==> src/wdd_pkg.sv <==
// Constants for the dual wiper instruction decoder.
// Assumes a 25 MHz system clock that oversamples the two-wire bus.
package wdd_pkg;
   // ----------------------------------------
   // Slave address and instruction fields
   // ----------------------------------------
   // Type identifier value is arbitrary
   localparam logic [3:0] TYPE_ID    = 4'ha;
   localparam int         OP_MSB     = 7;
   localparam int         OP_LSB     = 4;
   localparam int         SEL_HI_POS = 3;
   localparam int         SEL_LO_POS = 2;
   localparam int         ZERO_POS   = 1;
   localparam int         POT_POS    = 0;
   // ----------------------------------------
   // Opcodes
   // ----------------------------------------
   localparam logic [3:0] OP_RD_WIPER   = 4'h9;
   localparam logic [3:0] OP_WR_WIPER   = 4'ha;
   localparam logic [3:0] OP_RD_STORED  = 4'hb;
   localparam logic [3:0] OP_WR_STORED  = 4'hc;
   localparam logic [3:0] OP_TO_WIPER   = 4'hd;
   localparam logic [3:0] OP_TO_STORED  = 4'he;
   localparam logic [3:0] OP_GANG_WIPER = 4'h1;
   localparam logic [3:0] OP_GANG_STORE = 4'h8;
   localparam logic [3:0] OP_STEP       = 4'h2;
   // ----------------------------------------
   // Widths, reset values and bit counts
   // ----------------------------------------
   localparam int         N_TAPS       = 64;
   localparam logic [5:0] TAP_MAX      = 6'h3f;
   localparam logic [5:0] TAP_MIN      = 6'h00;
   localparam logic [5:0] STORED_RESET = 6'h00;
   localparam logic [3:0] BIT_ACK      = 4'h8;
   localparam logic [3:0] BIT_DONE     = 4'h9;
   // ----------------------------------------
   // Timing
   // ----------------------------------------
   localparam int PROG_TIME_US = 5000;
   localparam int CLK_KHZ      = 25000;
   localparam int PROG_CYCLES  = PROG_TIME_US * CLK_KHZ / 1000;
   localparam int PROG_W       = 17;
endpackage

==> src/wdd_decoder.sv <==
// Instruction decoder and register set of a dual 64-tap potentiometer.
// Assumes scl, sda and all straps come from outside and are resynchronised here.
`timescale 1ns/1ns
module wdd_decoder #(
   parameter logic [16:0] PROG_CYCLES = 17'(wdd_pkg::PROG_CYCLES)
) (
   input  wire logic        clock,
   input  wire logic        rst,
   input  wire logic        scl,
   input  wire logic        sda_in,
   output logic             sda_out,
   output logic             sda_oe,
   input  wire logic        addr_strap_3,
   input  wire logic        addr_strap_2,
   input  wire logic        addr_strap_1,
   input  wire logic        addr_strap_0,
   input  wire logic        write_guard_n,
   output logic [5:0]       wiper_pos0,
   output logic [5:0]       wiper_pos1,
   output logic [63:0]      tap_sel0,
   output logic [63:0]      tap_sel1,
   output logic             busy
);
   typedef enum logic [2:0] {
      IDLE, ADDR, INSTR, RX_WIPER, RX_STORED, TX, STEP, WAIT_STOP
   } wdd_state_type;

   // ----------------------------------------
   // Pin synchronisers
   // ----------------------------------------
   logic [6:0] meta_q;
   logic [6:0] sync_q;
   logic       scl_prev_q;
   logic       sda_prev_q;
   logic       scl_s;
   logic       sda_s;
   logic [3:0] strap_s;
   logic       guard_n_s;
   logic       start;
   logic       stop;
   logic       scl_rise;
   logic       scl_fall;

   always_ff @(posedge clock) begin
      meta_q     <= {write_guard_n, addr_strap_3, addr_strap_2, addr_strap_1,
                     addr_strap_0, sda_in, scl};
      sync_q     <= meta_q;
      scl_prev_q <= sync_q[0];
      sda_prev_q <= sync_q[1];
   end

   assign scl_s     = sync_q[0];
   assign sda_s     = sync_q[1];
   assign strap_s   = sync_q[5:2];
   assign guard_n_s = sync_q[6];
   assign start     = scl_s & scl_prev_q & sda_prev_q & ~sda_s;
   assign stop      = scl_s & scl_prev_q & ~sda_prev_q & sda_s;
   assign scl_rise  = scl_s & ~scl_prev_q;
   assign scl_fall  = ~scl_s & scl_prev_q;

   // ----------------------------------------
   // Decoder state
   // ----------------------------------------
   wdd_state_type state_q, state_d;
   logic [3:0]    cnt_q, cnt_d;
   logic [7:0]    shift_q, shift_d;
   logic [7:0]    tx_q, tx_d;
   logic          oe_q, oe_d;
   logic          pot_q, pot_d;
   logic [1:0]    slot_q, slot_d;
   logic          pend_q, pend_d;
   logic          gang_q, gang_d;
   logic [5:0]    pval_q, pval_d;
   logic          busy_q, busy_d;
   logic [16:0]   prog_q, prog_d;
   logic [5:0]    wiper_q [2];
   logic [5:0]    wiper_d [2];
   logic [5:0]    stored_q [2][4];
   logic [5:0]    stored_d [2][4];
   logic [3:0]    op;
   logic [1:0]    sel;
   logic          pb;
   logic          fmt_ok;

   assign op     = shift_q[wdd_pkg::OP_MSB:wdd_pkg::OP_LSB];
   assign sel    = {shift_q[wdd_pkg::SEL_HI_POS], shift_q[wdd_pkg::SEL_LO_POS]};
   assign pb     = shift_q[wdd_pkg::POT_POS];
   assign fmt_ok = ~shift_q[wdd_pkg::ZERO_POS];

   always_comb begin
      state_d  = state_q;
      cnt_d    = cnt_q;
      shift_d  = shift_q;
      tx_d     = tx_q;
      oe_d     = oe_q;
      pot_d    = pot_q;
      slot_d   = slot_q;
      pend_d   = pend_q;
      gang_d   = gang_q;
      pval_d   = pval_q;
      busy_d   = busy_q;
      prog_d   = prog_q;
      wiper_d  = wiper_q;
      stored_d = stored_q;
      if (busy_q) begin
         prog_d = prog_q - 17'h1;
         if (prog_q <= 17'h1) begin
            busy_d = 1'b0;
         end
      end
      if (start) begin
         state_d = ADDR;
         cnt_d   = 4'h0;
         oe_d    = 1'b0;
         pend_d  = 1'b0;
      end else if (stop) begin
         state_d = IDLE;
         oe_d    = 1'b0;
         pend_d  = 1'b0;
         // Guard sampled again here so a late drop still blocks programming
         if (pend_q && guard_n_s) begin
            if (gang_q) begin
               stored_d[0][slot_q] = wiper_q[0];
               stored_d[1][slot_q] = wiper_q[1];
            end else begin
               stored_d[pot_q][slot_q] = pval_q;
            end
            busy_d = 1'b1;
            prog_d = PROG_CYCLES;
         end
      end else if (scl_rise) begin
         unique case (state_q)
            IDLE, WAIT_STOP: begin
            end
            STEP: begin
               if (cnt_q == 4'h0) begin
                  if (sda_s) begin
                     if (wiper_q[pot_q] != wdd_pkg::TAP_MAX) begin
                        wiper_d[pot_q] = wiper_q[pot_q] + 6'h1;
                     end
                  end else if (wiper_q[pot_q] != wdd_pkg::TAP_MIN) begin
                     wiper_d[pot_q] = wiper_q[pot_q] - 6'h1;
                  end
               end else begin
                  cnt_d = cnt_q + 4'h1;
               end
            end
            TX: begin
               cnt_d = cnt_q + 4'h1;
               // Master did not acknowledge: stop sending
               if (cnt_q == wdd_pkg::BIT_ACK && sda_s) begin
                  state_d = WAIT_STOP;
               end
            end
            default: begin
               cnt_d = cnt_q + 4'h1;
               if (cnt_q < wdd_pkg::BIT_ACK) begin
                  shift_d = {shift_q[6:0], sda_s};
               end
            end
         endcase
      end else if (scl_fall && state_q != IDLE) begin
         if (cnt_q == wdd_pkg::BIT_DONE) begin
            cnt_d = 4'h0;
            oe_d  = (state_q == TX) ? ~tx_q[7] : 1'b0;
         end else if (cnt_q == wdd_pkg::BIT_ACK) begin
            oe_d = 1'b0;
            unique case (state_q)
               ADDR: begin
                  state_d = IDLE;
                  if (shift_q[7:4] == wdd_pkg::TYPE_ID && shift_q[3:0] == strap_s
                      && !busy_q) begin
                     oe_d    = 1'b1;
                     state_d = INSTR;
                  end
               end
               INSTR: begin
                  oe_d    = 1'b1;
                  state_d = WAIT_STOP;
                  pot_d   = pb;
                  slot_d  = sel;
                  case (op)
                     wdd_pkg::OP_RD_WIPER: begin
                        if (sel == 2'h0 && fmt_ok) begin
                           tx_d    = {2'h0, wiper_q[pb]};
                           state_d = TX;
                        end
                     end
                     wdd_pkg::OP_WR_WIPER: begin
                        if (sel == 2'h0 && fmt_ok) begin
                           state_d = RX_WIPER;
                        end
                     end
                     wdd_pkg::OP_RD_STORED: begin
                        if (fmt_ok) begin
                           tx_d    = {2'h0, stored_q[pb][sel]};
                           state_d = TX;
                        end
                     end
                     wdd_pkg::OP_WR_STORED: begin
                        if (fmt_ok) begin
                           state_d = RX_STORED;
                        end
                     end
                     wdd_pkg::OP_TO_WIPER: begin
                        if (fmt_ok) begin
                           wiper_d[pb] = stored_q[pb][sel];
                        end
                     end
                     wdd_pkg::OP_TO_STORED: begin
                        if (fmt_ok) begin
                           oe_d   = guard_n_s;
                           pend_d = guard_n_s;
                           gang_d = 1'b0;
                           pval_d = wiper_q[pb];
                        end
                     end
                     wdd_pkg::OP_GANG_WIPER: begin
                        if (fmt_ok && !pb) begin
                           wiper_d[0] = stored_q[0][sel];
                           wiper_d[1] = stored_q[1][sel];
                        end
                     end
                     wdd_pkg::OP_GANG_STORE: begin
                        if (fmt_ok && !pb) begin
                           oe_d   = guard_n_s;
                           pend_d = guard_n_s;
                           gang_d = 1'b1;
                        end
                     end
                     wdd_pkg::OP_STEP: begin
                        if (sel == 2'h0 && fmt_ok) begin
                           state_d = STEP;
                        end
                     end
                     default: begin
                     end
                  endcase
               end
               RX_WIPER: begin
                  oe_d           = 1'b1;
                  wiper_d[pot_q] = shift_q[5:0];
                  state_d        = WAIT_STOP;
               end
               RX_STORED: begin
                  oe_d    = guard_n_s;
                  pend_d  = guard_n_s;
                  gang_d  = 1'b0;
                  pval_d  = shift_q[5:0];
                  state_d = WAIT_STOP;
               end
               default: begin
               end
            endcase
         end else if (state_q == TX) begin
            oe_d = ~tx_q[3'(3'h7 - cnt_q[2:0])];
         end
      end
   end

   always_ff @(posedge clock) begin
      if (rst) begin
         state_q <= IDLE;
         cnt_q   <= 4'h0;
         shift_q <= 8'h00;
         tx_q    <= 8'h00;
         oe_q    <= 1'b0;
         pot_q   <= 1'b0;
         slot_q  <= 2'h0;
         pend_q  <= 1'b0;
         gang_q  <= 1'b0;
         pval_q  <= 6'h00;
         busy_q  <= 1'b0;
         prog_q  <= 17'h0;
         for (int p = 0; p < 2; p++) begin
            wiper_q[p] <= stored_q[p][0];
            for (int s = 0; s < 4; s++) begin
               stored_q[p][s] <= wdd_pkg::STORED_RESET;
            end
         end
      end else begin
         state_q  <= state_d;
         cnt_q    <= cnt_d;
         shift_q  <= shift_d;
         tx_q     <= tx_d;
         oe_q     <= oe_d;
         pot_q    <= pot_d;
         slot_q   <= slot_d;
         pend_q   <= pend_d;
         gang_q   <= gang_d;
         pval_q   <= pval_d;
         busy_q   <= busy_d;
         prog_q   <= prog_d;
         wiper_q  <= wiper_d;
         stored_q <= stored_d;
      end
   end

   // ----------------------------------------
   // Tap decode
   // ----------------------------------------
   logic [63:0] tap_d [2];
   logic [63:0] tap_q [2];

   for (genvar p = 0; p < 2; p++) begin : g_pot
      for (genvar i = 0; i < wdd_pkg::N_TAPS; i++) begin : g_tap
         assign tap_d[p][i] = (wiper_d[p] == 6'(i));
      end
   end

   always_ff @(posedge clock) begin
      tap_q <= tap_d;
   end

   assign sda_out    = 1'b0;
   assign sda_oe     = oe_q;
   assign wiper_pos0 = wiper_q[0];
   assign wiper_pos1 = wiper_q[1];
   assign tap_sel0   = tap_q[0];
   assign tap_sel1   = tap_q[1];
   assign busy       = busy_q;
endmodule

==> config.mk <==
export PLATFORM = sky130hd
export DESIGN_NAME = wdd_decoder
export DESIGN_NICKNAME = d
export VERILOG_FILES = /design/src/wdd_pkg.sv /design/src/wdd_decoder.sv
export SDC_FILE = /design/constraint.sdc
export NUM_CORES = 1
export LEC_CHECK = 0
export BUFFER_PORTS_ARGS = -buffer_cell sky130_fd_sc_hd__buf_2
export CORE_ASPECT_RATIO = 1.1
export CORE_MARGIN = 2
export CORE_UTILIZATION = 55
export CTS_BUF_LIST = sky130_fd_sc_hd__clkbuf_8
export DETAILED_ROUTE_END_ITERATION = 7
export GPL_TIMING_DRIVEN = 0
export MAX_ROUTING_LAYER = met4
export PLACE_DENSITY_LB_ADDON = 0.15
export SETUP_SLACK_MARGIN = 0.2
export SYNTH_ARGS = -nofsm -noshare
export SYNTH_HDL_FRONTEND = slang
export SYNTH_SLANG_ARGS = --single-unit
==> constraint.sdc <==
create_clock -name clock -period 6.15 [get_ports clock]
set_input_delay 1.23 -clock clock [delete_from_list [all_inputs] [get_ports clock]]
set_output_delay 1.23 -clock clock [all_outputs]
set_load 0.05 [all_outputs]
==> results by group, run 1 <==
Status
  – Run status: completed

Place
  – GPL Wtd Cong: just over 1
  – Inst Count DP: ~1700
  – HPWL Detailed: 26300 um
  – Setup WS pre-CTS: 1200 ps
  – Placement-stage cell area: 12500 um^2
  – # port buffers: 150

Timing
  – Slack of the critical path: 1040 ps
  – Max Fclk: 196 MHz
  – Post-route minimum period: 5110 ps
  – Worst Clk Skew: between 15 and 20 ps
  – RSZ-0062 raised after global routing: false
  – Worst slew margin: 0.234
  – # setup viols final: 0
  – Total Neg Setup Slack: 0 ps
  – Worst slew pin tran: 1140 ps
  – Max Slew Vio Count: 0
  – Final Cycle Share: 0.831
  – Number of hold violations in the final report: 0

Power and ir drop
  – VDD IR-drop max: 0.000172 V
  – Leak: 5.28 nW
  – Internal: 2.60 mW
  – Net Sw Frac: 0.234
  – PD cells: 254 nW/um^2
  – P_sw: 0.794 mW
  – Combinational power share: 0.050
  – Reg power frac: 0.492
  – Clock power share: 0.457

Logic synthesis
  – Syn Area/Cell: 9.06 um^2
  – Post-synthesis async set-or-reset flop share: 0
  – Synthesized cell area: 11400 um^2
  – Synth Instances: 1258
  – EDFF count, synth: 0
  – Synth cell types: 84
  – Yosys warns: 0
  – Post-synthesis sequential area ratio: 0.448
  – Syn_nets: 1275
  – Yosys reg bits: around 260
  – Top_reg_cell synth: dfxtp_1

Drt
  – Detailed Route WL: approximately 36000 um
  – Routed Antenna Nets: 0
  – DR iter-0 viols: 936
  – Routed vias: 10434
  – Wire per inst: 20.5 um
  – DR pass1 iterations: 6
  – Routed vias/inst: 6.01
  – Drt drc: 0

Layout
  – Area growth, synth to finish: 17.2%
  – Final std cell area, no fill: 13400 um^2
  – Layout cells sized above 1: 0.201
  – Non-filler instance count after layout: 1737
  – Layout Utilization: 0.654
  – Layout Nets: 1468
  – # diodes: 0

Clocking
  – Hold_buf cts: 0
  – CTS tree: yes
  – Sink Count: between 200 and 300
  – CTS max path bufs: 3
  – CTS Root Cell: clkbuf_8
  – Post-CTS Resized: 0
  – Inserted Clock Buffers: a little over 40
  – H-tree levels: 2
  – Clock Pin Slew Worst Setup and Hold Paths: 70 ps
  – Worst skew pair latency: 550 ps
  – Post-CTS setup buffer count: 0

Global route
  – GRT Overall Usage: 0.330
  – Largest net degree at the start of global routing: 11
  – Gr ovfl total: 0
  – Wire length of the first global-routing pass: 55200 um
  – Initial antenna violation count: 0
  – Via count of the first global-routing pass: 9937

Run
  – Max-cap violations: 0

Setup path
  – Crit-path cells: buf_4, buf_2, buf_4, buf_6, buf_2, mux2i_1, inv_1, ha_1, clkbuf_1, nand4_1, nand2_1, a2111oi_2, xnor2_1, o211ai_1, nand3_1, clkbuf_1, nor3_1
  – R2r setup slk: 1040 ps
  – Worst path required time: about 6600 ps
  – Worst path top cell family by delay: buffers and inverters
  – CP max stage delay: 590 ps
  – Worst-path maximum fanout: 10
  – Worst Setup End Kind: register
  – Crit path kind: reg2reg
  – Slowest CP cell: o211ai_1
  – CP bufs+invs: 8
  – Arrival time at the worst endpoint: roughly 5600 ps
  – CP startpoint kind: register

Die
  – Row count: 55
  – Die H: 155 um
  – Chip Width: 141 um
  – Core Area: roughly 20000 um^2
  – Die footprint: 21900 um^2
  – Ports: 152
  – Initial core utilization: 0.558

Min path
  – Hold WC Path Type: reg2reg
-- path summary, 6_finish.rpt --
path	from	endpoint	cells past startpoint
worst min register to register	meta_q[5]	sync_q[5]	0
worst max-delay path	pot_q	tap_sel0[9]	17
worst min-delay path	meta_q[5]	sync_q[5]	0
worst max register to register	pot_q	tap_sel0[9]	17
-- flip-flops by register name, indices dropped and copies added (netlist names) --
signal	cells
pend_q	1
sync_q	7
shift_q	8
busy	1
tx_q	6
pval_q	6
meta_q	7
sda_prev_q	1
wiper_pos0	6
cnt_q	4
wiper_pos1	6
scl_prev_q	1
slot_q	2
tap_sel0	64
prog_q	17
state_q	3
gang_q	1
sda_oe	1
tap_sel1	64
pot_q	1
stored_q	48
-- power groups by stage --
stage	clock network [mW]	logic [mW]	registers (mW)
after floorplan	0	0.0934	1.73
after global placement	0	0.167	1.71
after detailed placement	0	0.168	1.71
after CTS	1.57	0.168	1.67
after global routing	1.64	0.183	1.67
final	1.55	0.171	1.67
-- through the flow --
step | power, mW | hold WS (ps)
floorplan | 1.82 | 310
global placement | 1.87 | 311
detailed placement | 1.88 | 314
CTS | 3.41 | 327
global route | 3.50 | 329
finish | 3.39 | 323
-- cell families (layout without fill, tap and decap cells) --
| logic type | after synthesis | count (layout) | share of synthesized area |
|---|---|---|---|
| flops | 255 | 255 | 0.448 |
| other cells | 1 | 1 | 0.000329 |
| xor+xnor | 28 | 28 | 0.0215 |
| simple gates | 498 | 498 | 0.218 |
| fa+ha+maj | 8 | 8 | 0.00878 |
| mux | 100 | 100 | 0.109 |
| buf+inv | 126 | 349 | 0.0488 |
| compound gates | 242 | 242 | 0.146 |
-- final cells by class --
| cell class | count | area, um^2 |
|---|---|---|
| plain buffers | 108 | 489 |
| clock buffers | 52 | 716 |
| clock inverters | 21 | 175 |
| fillers | 1740 | 7080 |
| inverters | 18 | 67.6 |
| multi-input cells | 877 | 5740 |
| flip-flops and latches | 255 | 5100 |
| well taps | 256 | 320 |
| repair buffers | 150 | 751 |
-- layout by cell type, fill, tap and decap left out, types with 16 or more instances in the layout --
| master | n |
|---|---|
| a211oi_1 | 28 |
| a21oi_1 | 60 |
| buf_2 | 174 |
| clkbuf_1 | 73 |
| clkbuf_8 | 52 |
| dfxtp_1 | 255 |
| inv_1 | 26 |
| mux2_2 | 16 |
| mux2i_1 | 69 |
| nand2_1 | 63 |
| nand3_1 | 28 |
| nor2_1 | 182 |
| nor2b_1 | 16 |
| nor3_1 | 103 |
| o21ai_0 | 31 |
| xnor2_1 | 20 |
-- per-layer routing --
metal  up-vias  track usage  wire (um)
met4         0        0.171       1810
met2       483        0.530      16600
met5         -            -          0
met1      4892        0.401      14800
met3       122       0.0579       2370
li1       4937            -          -
-- cell usage after synthesis (all sizes together), types with 6 or more instances --
| library cell | n | area [um^2] |
|---|---|---|
| nor3b | 10 | 75.1 |
| o31ai | 10 | 75.1 |
| o21ai | 37 | 189 |
| nor4 | 11 | 75.1 |
| nor3 | 107 | 556 |
| ha | 8 | 100 |
| nand2b | 13 | 81.3 |
| nand2 | 63 | 236 |
| a31oi | 8 | 50.1 |
| mux2 | 16 | 180 |
| nor2b | 16 | 100 |
| nor2 | 182 | 683 |
| a21oi | 60 | 300 |
| a211o | 13 | 114 |
| nand3 | 28 | 140 |
| o22ai | 6 | 37.5 |
| dfxtp | 255 | 5100 |
| clkbuf | 74 | 279 |
| o2111ai | 12 | 105 |
| mux4 | 15 | 368 |
| and3 | 9 | 61.3 |
| a22oi | 6 | 45.0 |
| a211oi | 28 | 210 |
| a22o | 6 | 52.6 |
| xor2 | 8 | 70.1 |
| xnor2 | 20 | 175 |
| a21o | 6 | 45.0 |
| mux2i | 69 | 691 |
| buf | 34 | 210 |
| nand4 | 9 | 56.3 |
| or3 | 11 | 68.8 |
| inv | 17 | 63.8 |
| o211ai | 10 | 75.1 |
No activity file was read; power rests on OpenSTA's default activity.
==> inputs of run 2 (changes only) <==
--- a/config.mk
+++ b/config.mk
@@ -5,10 +5,11 @@
 export SDC_FILE = /design/constraint.sdc
 export NUM_CORES = 1
 export LEC_CHECK = 0
+export ABC_AREA = 1
 export BUFFER_PORTS_ARGS = -buffer_cell sky130_fd_sc_hd__buf_2
 export CORE_ASPECT_RATIO = 1.1
 export CORE_MARGIN = 2
-export CORE_UTILIZATION = 55
+export CORE_UTILIZATION = 54
 export CTS_BUF_LIST = sky130_fd_sc_hd__clkbuf_8
 export DETAILED_ROUTE_END_ITERATION = 7
 export GPL_TIMING_DRIVEN = 0
==> constraint.sdc (replaced) <==
create_clock -name clock -period 4.28 [get_ports clock]
set_input_delay 0.856 -clock clock [delete_from_list [all_inputs] [get_ports clock]]
set_output_delay 0.856 -clock clock [all_outputs]
set_load 0.05 [all_outputs]
==> results by group, run 2 <==
Layout
  – Layout cells sized above 1: 0.189
  – Layout Nets: roughly 1800
  – Most frequent cells in the layout: nand2_1, nor2_1, dfxtp_1, buf_2, nand3_1
  – # diodes: 0
  – Area growth, synth to finish: 16.8%
  – Non-filler instance count after layout: 2103
  – Most common cell after layout, fill and taps aside: nand2_1
  – Final std cell area, no fill: 13500 um^2

Timing
  – Final Cycle Share: 0.747
  – RSZ-0062 raised after global routing: false
  – Post-route minimum period: between 3000 and 4000 ps
  – Number of hold violations in the final report: 0
  – Worst slew pin tran: 1280 ps
  – Total Neg Setup Slack: 0 ps
  – Worst Clk Skew: 25.1 ps
  – # setup viols final: 0
  – Max Fclk: ~310 MHz
  – Worst slew margin: 0.141
  – Hold slack: 318 ps
  – Max Slew Vio Count: 0

Power and ir drop
  – PD cells: between 300 and 400 nW/um^2
  – VDD IR-drop max: 0.000260 V
  – Total power: 4.81 mW
  – Leak: around 6.2 nW

Setup path
  – CP bufs+invs: 4
  – RR Startpoint: pot_q
  – R2r worst-path depth: 18
  – Critical path startpoint: pot_q
  – Critical path endpoint: tap_sel1[41]
  – Crit path kind: reg2reg
  – R2r endpoint: tap_sel1[41]
  – CP startpoint kind: register
  – R2r setup slk: around 1100 ps
  – Worst-path maximum fanout: 10
  – Cell mode on critical path: nand2_1
  – Slowest CP cell: dfxtp_1
  – WP depth: 18
  – Worst Setup End Kind: register
  – CP max stage delay: 330 ps
  – Worst path required time: around 4700 ps
  – Worst path top cell family by delay: simple AND/OR/NAND/NOR gates
  – Arrival time at the worst endpoint: between 3000 and 4000 ps
  – Crit-path cells: buf_6, buf_8, buf_2, nor2_1, nor2_1, ha_1, nand2_1, nor2_1, nand2_1, nand2_1, nand2_1, nand3_1, nand3_1, nand2_1, nand3b_1, nand2_2, buf_2, nor2_1

Logic synthesis
  – EDFF count, synth: 0
  – Synth cell types: 56
  – Post-synthesis async set-or-reset flop share: 0
  – Top_reg_cell synth: dfxtp_1
  – Post-synth top cells: nand2_1, nor2_1, dfxtp_1
  – Top post-synthesis cells by area: dfxtp_1, nand2_1, nor2_1, nand3_1, a21oi_1
  – Post-synthesis sequential area ratio: 0.440
  – Post-synth top area share: 0.440
  – Most common cell in the netlist: nand2_1
  – Syn_nets: 1615
  – Dominant cell type by area after synthesis: dfxtp_1
  – Synthesized cell area: 11600 um^2
  – Syn Area/Cell: 7.25 um^2
  – Yosys reg bits: ~260
  – Yosys warns: 0
  – Synth Instances: 1598

Drt
  – DR iter-0 viols: 862
  – DR pass1 iterations: 8
  – Routed vias/inst: 5.38
  – Wire per inst: 17.2 um
  – Routed vias: ~11000
  – Routed Antenna Nets: 0
  – Detailed Route WL: 36300 um
  – Drt drc: 0

Place
  – Inst Count DP: 2038
  – Placement-stage cell area: 12700 um^2
  – HPWL Detailed: 27800 um
  – GPL Wtd Cong: 1.01
  – # port buffers: 150

Die
  – Chip Width: 144 um
  – Row count: between 50 and 60
  – Ports: ~150
  – Core Area: 21200 um^2
  – Die H: 158 um
  – Die footprint: 22700 um^2
  – Initial core utilization: 0.546

Global route
  – Initial antenna violation count: 0
  – Via count of the first global-routing pass: 10484
  – Largest net degree at the start of global routing: 11
  – GRT Overall Usage: 0.325
  – Gr ovfl total: 0
  – Wire length of the first global-routing pass: 56200 um

Clocking
  – CTS Root Cell: clkbuf_8
  – Post-CTS setup buffer count: 0
  – CTS max path bufs: 3
  – Sink Count: 255
  – Post-CTS Resized: 0
  – Clock Pin Slew Worst Setup and Hold Paths: 70 ps
  – CTS tree: yes
  – Hold_buf cts: 0
  – H-tree levels: 2
  – Inserted Clock Buffers: 40
  – Worst skew pair latency: 550 ps

Min path
  – Hold WC Path Type: reg2reg

Status
  – Run status: completed

Run
  – Max-cap violations: 0
==> run 2: changes by cell type after synthesis, sizes merged, moves of 44 or more <==
| cell | before | now |
|---|---|---|
| o21ai | 37 | 94 |
| nand3 | 28 | 138 |
| nand2 | 63 | 349 |
| a21oi | 60 | 104 |
| nor2 | 182 | 292 |
| nor3 | 107 | 15 |
| mux2i | 69 | 0 |
| inv | 17 | 139 |
==> run 2: cell type report <==
class | instances | area (um^2)
buffer | 69 | 360
clock buffer | 50 | 688
tap | 290 | 363
timing repair buffer | 150 | 751
sequential | 255 | 5100
inverter | 140 | 528
multi-input combinational | 1134 | 5600
fill | 1982 | 7690
clock inverter | 15 | 143
==> run 2: worst min path at each step <==
stage	start	end	slack, ps	depth (start not counted)
floorplan	meta_q[0]	sync_q[0]	310	0
global placement	meta_q[3]	sync_q[3]	310	0
detailed placement	meta_q[5]	sync_q[5]	310	0
CTS	meta_q[5]	sync_q[5]	320	0
global route	meta_q[5]	sync_q[5]	330	0
finish	meta_q[5]	sync_q[5]	320	0
==> run 2: metrics by stage <==
step            util  worst slack, ps
5_1_grt        0.638              898
3_5_place_dp   0.598             1200
4_1_cts        0.638             1160
6_report       0.638             1080
2_1_floorplan      -             1670
3_3_place_gp   0.598             1240
==> run 2: power by group <==
part / switching [mW] / total, mW / internal (mW)
Sequential: 0.0147 / 2.41 / 2.39
Clock: 0.929 / 2.15 / 1.23
Combinational: 0.188 / 0.246 / 0.0584
Total: 1.13 / 4.81 / 3.68
==> run 2: kinds of logic after synthesis <==
family,after synthesis,share of synthesized area
buffers and inverters,209,0.0766
flip-flops,255,0.440
XOR/XNOR,8,0.00604
AND/OR/NAND/NOR,830,0.319
AO/OA/AOI/OAI,287,0.149
adder cells (fa/ha/maj),8,0.00863
other,1,0.000323
==> run 2: routing by layer <==
metal	track usage	vias up	wire length, um
li1	-	5617	-
met2	0.547	472	17200
met4	0.123	0	1300
met5	-	-	0
met1	0.396	5121	15400
met3	0.0472	106	2340
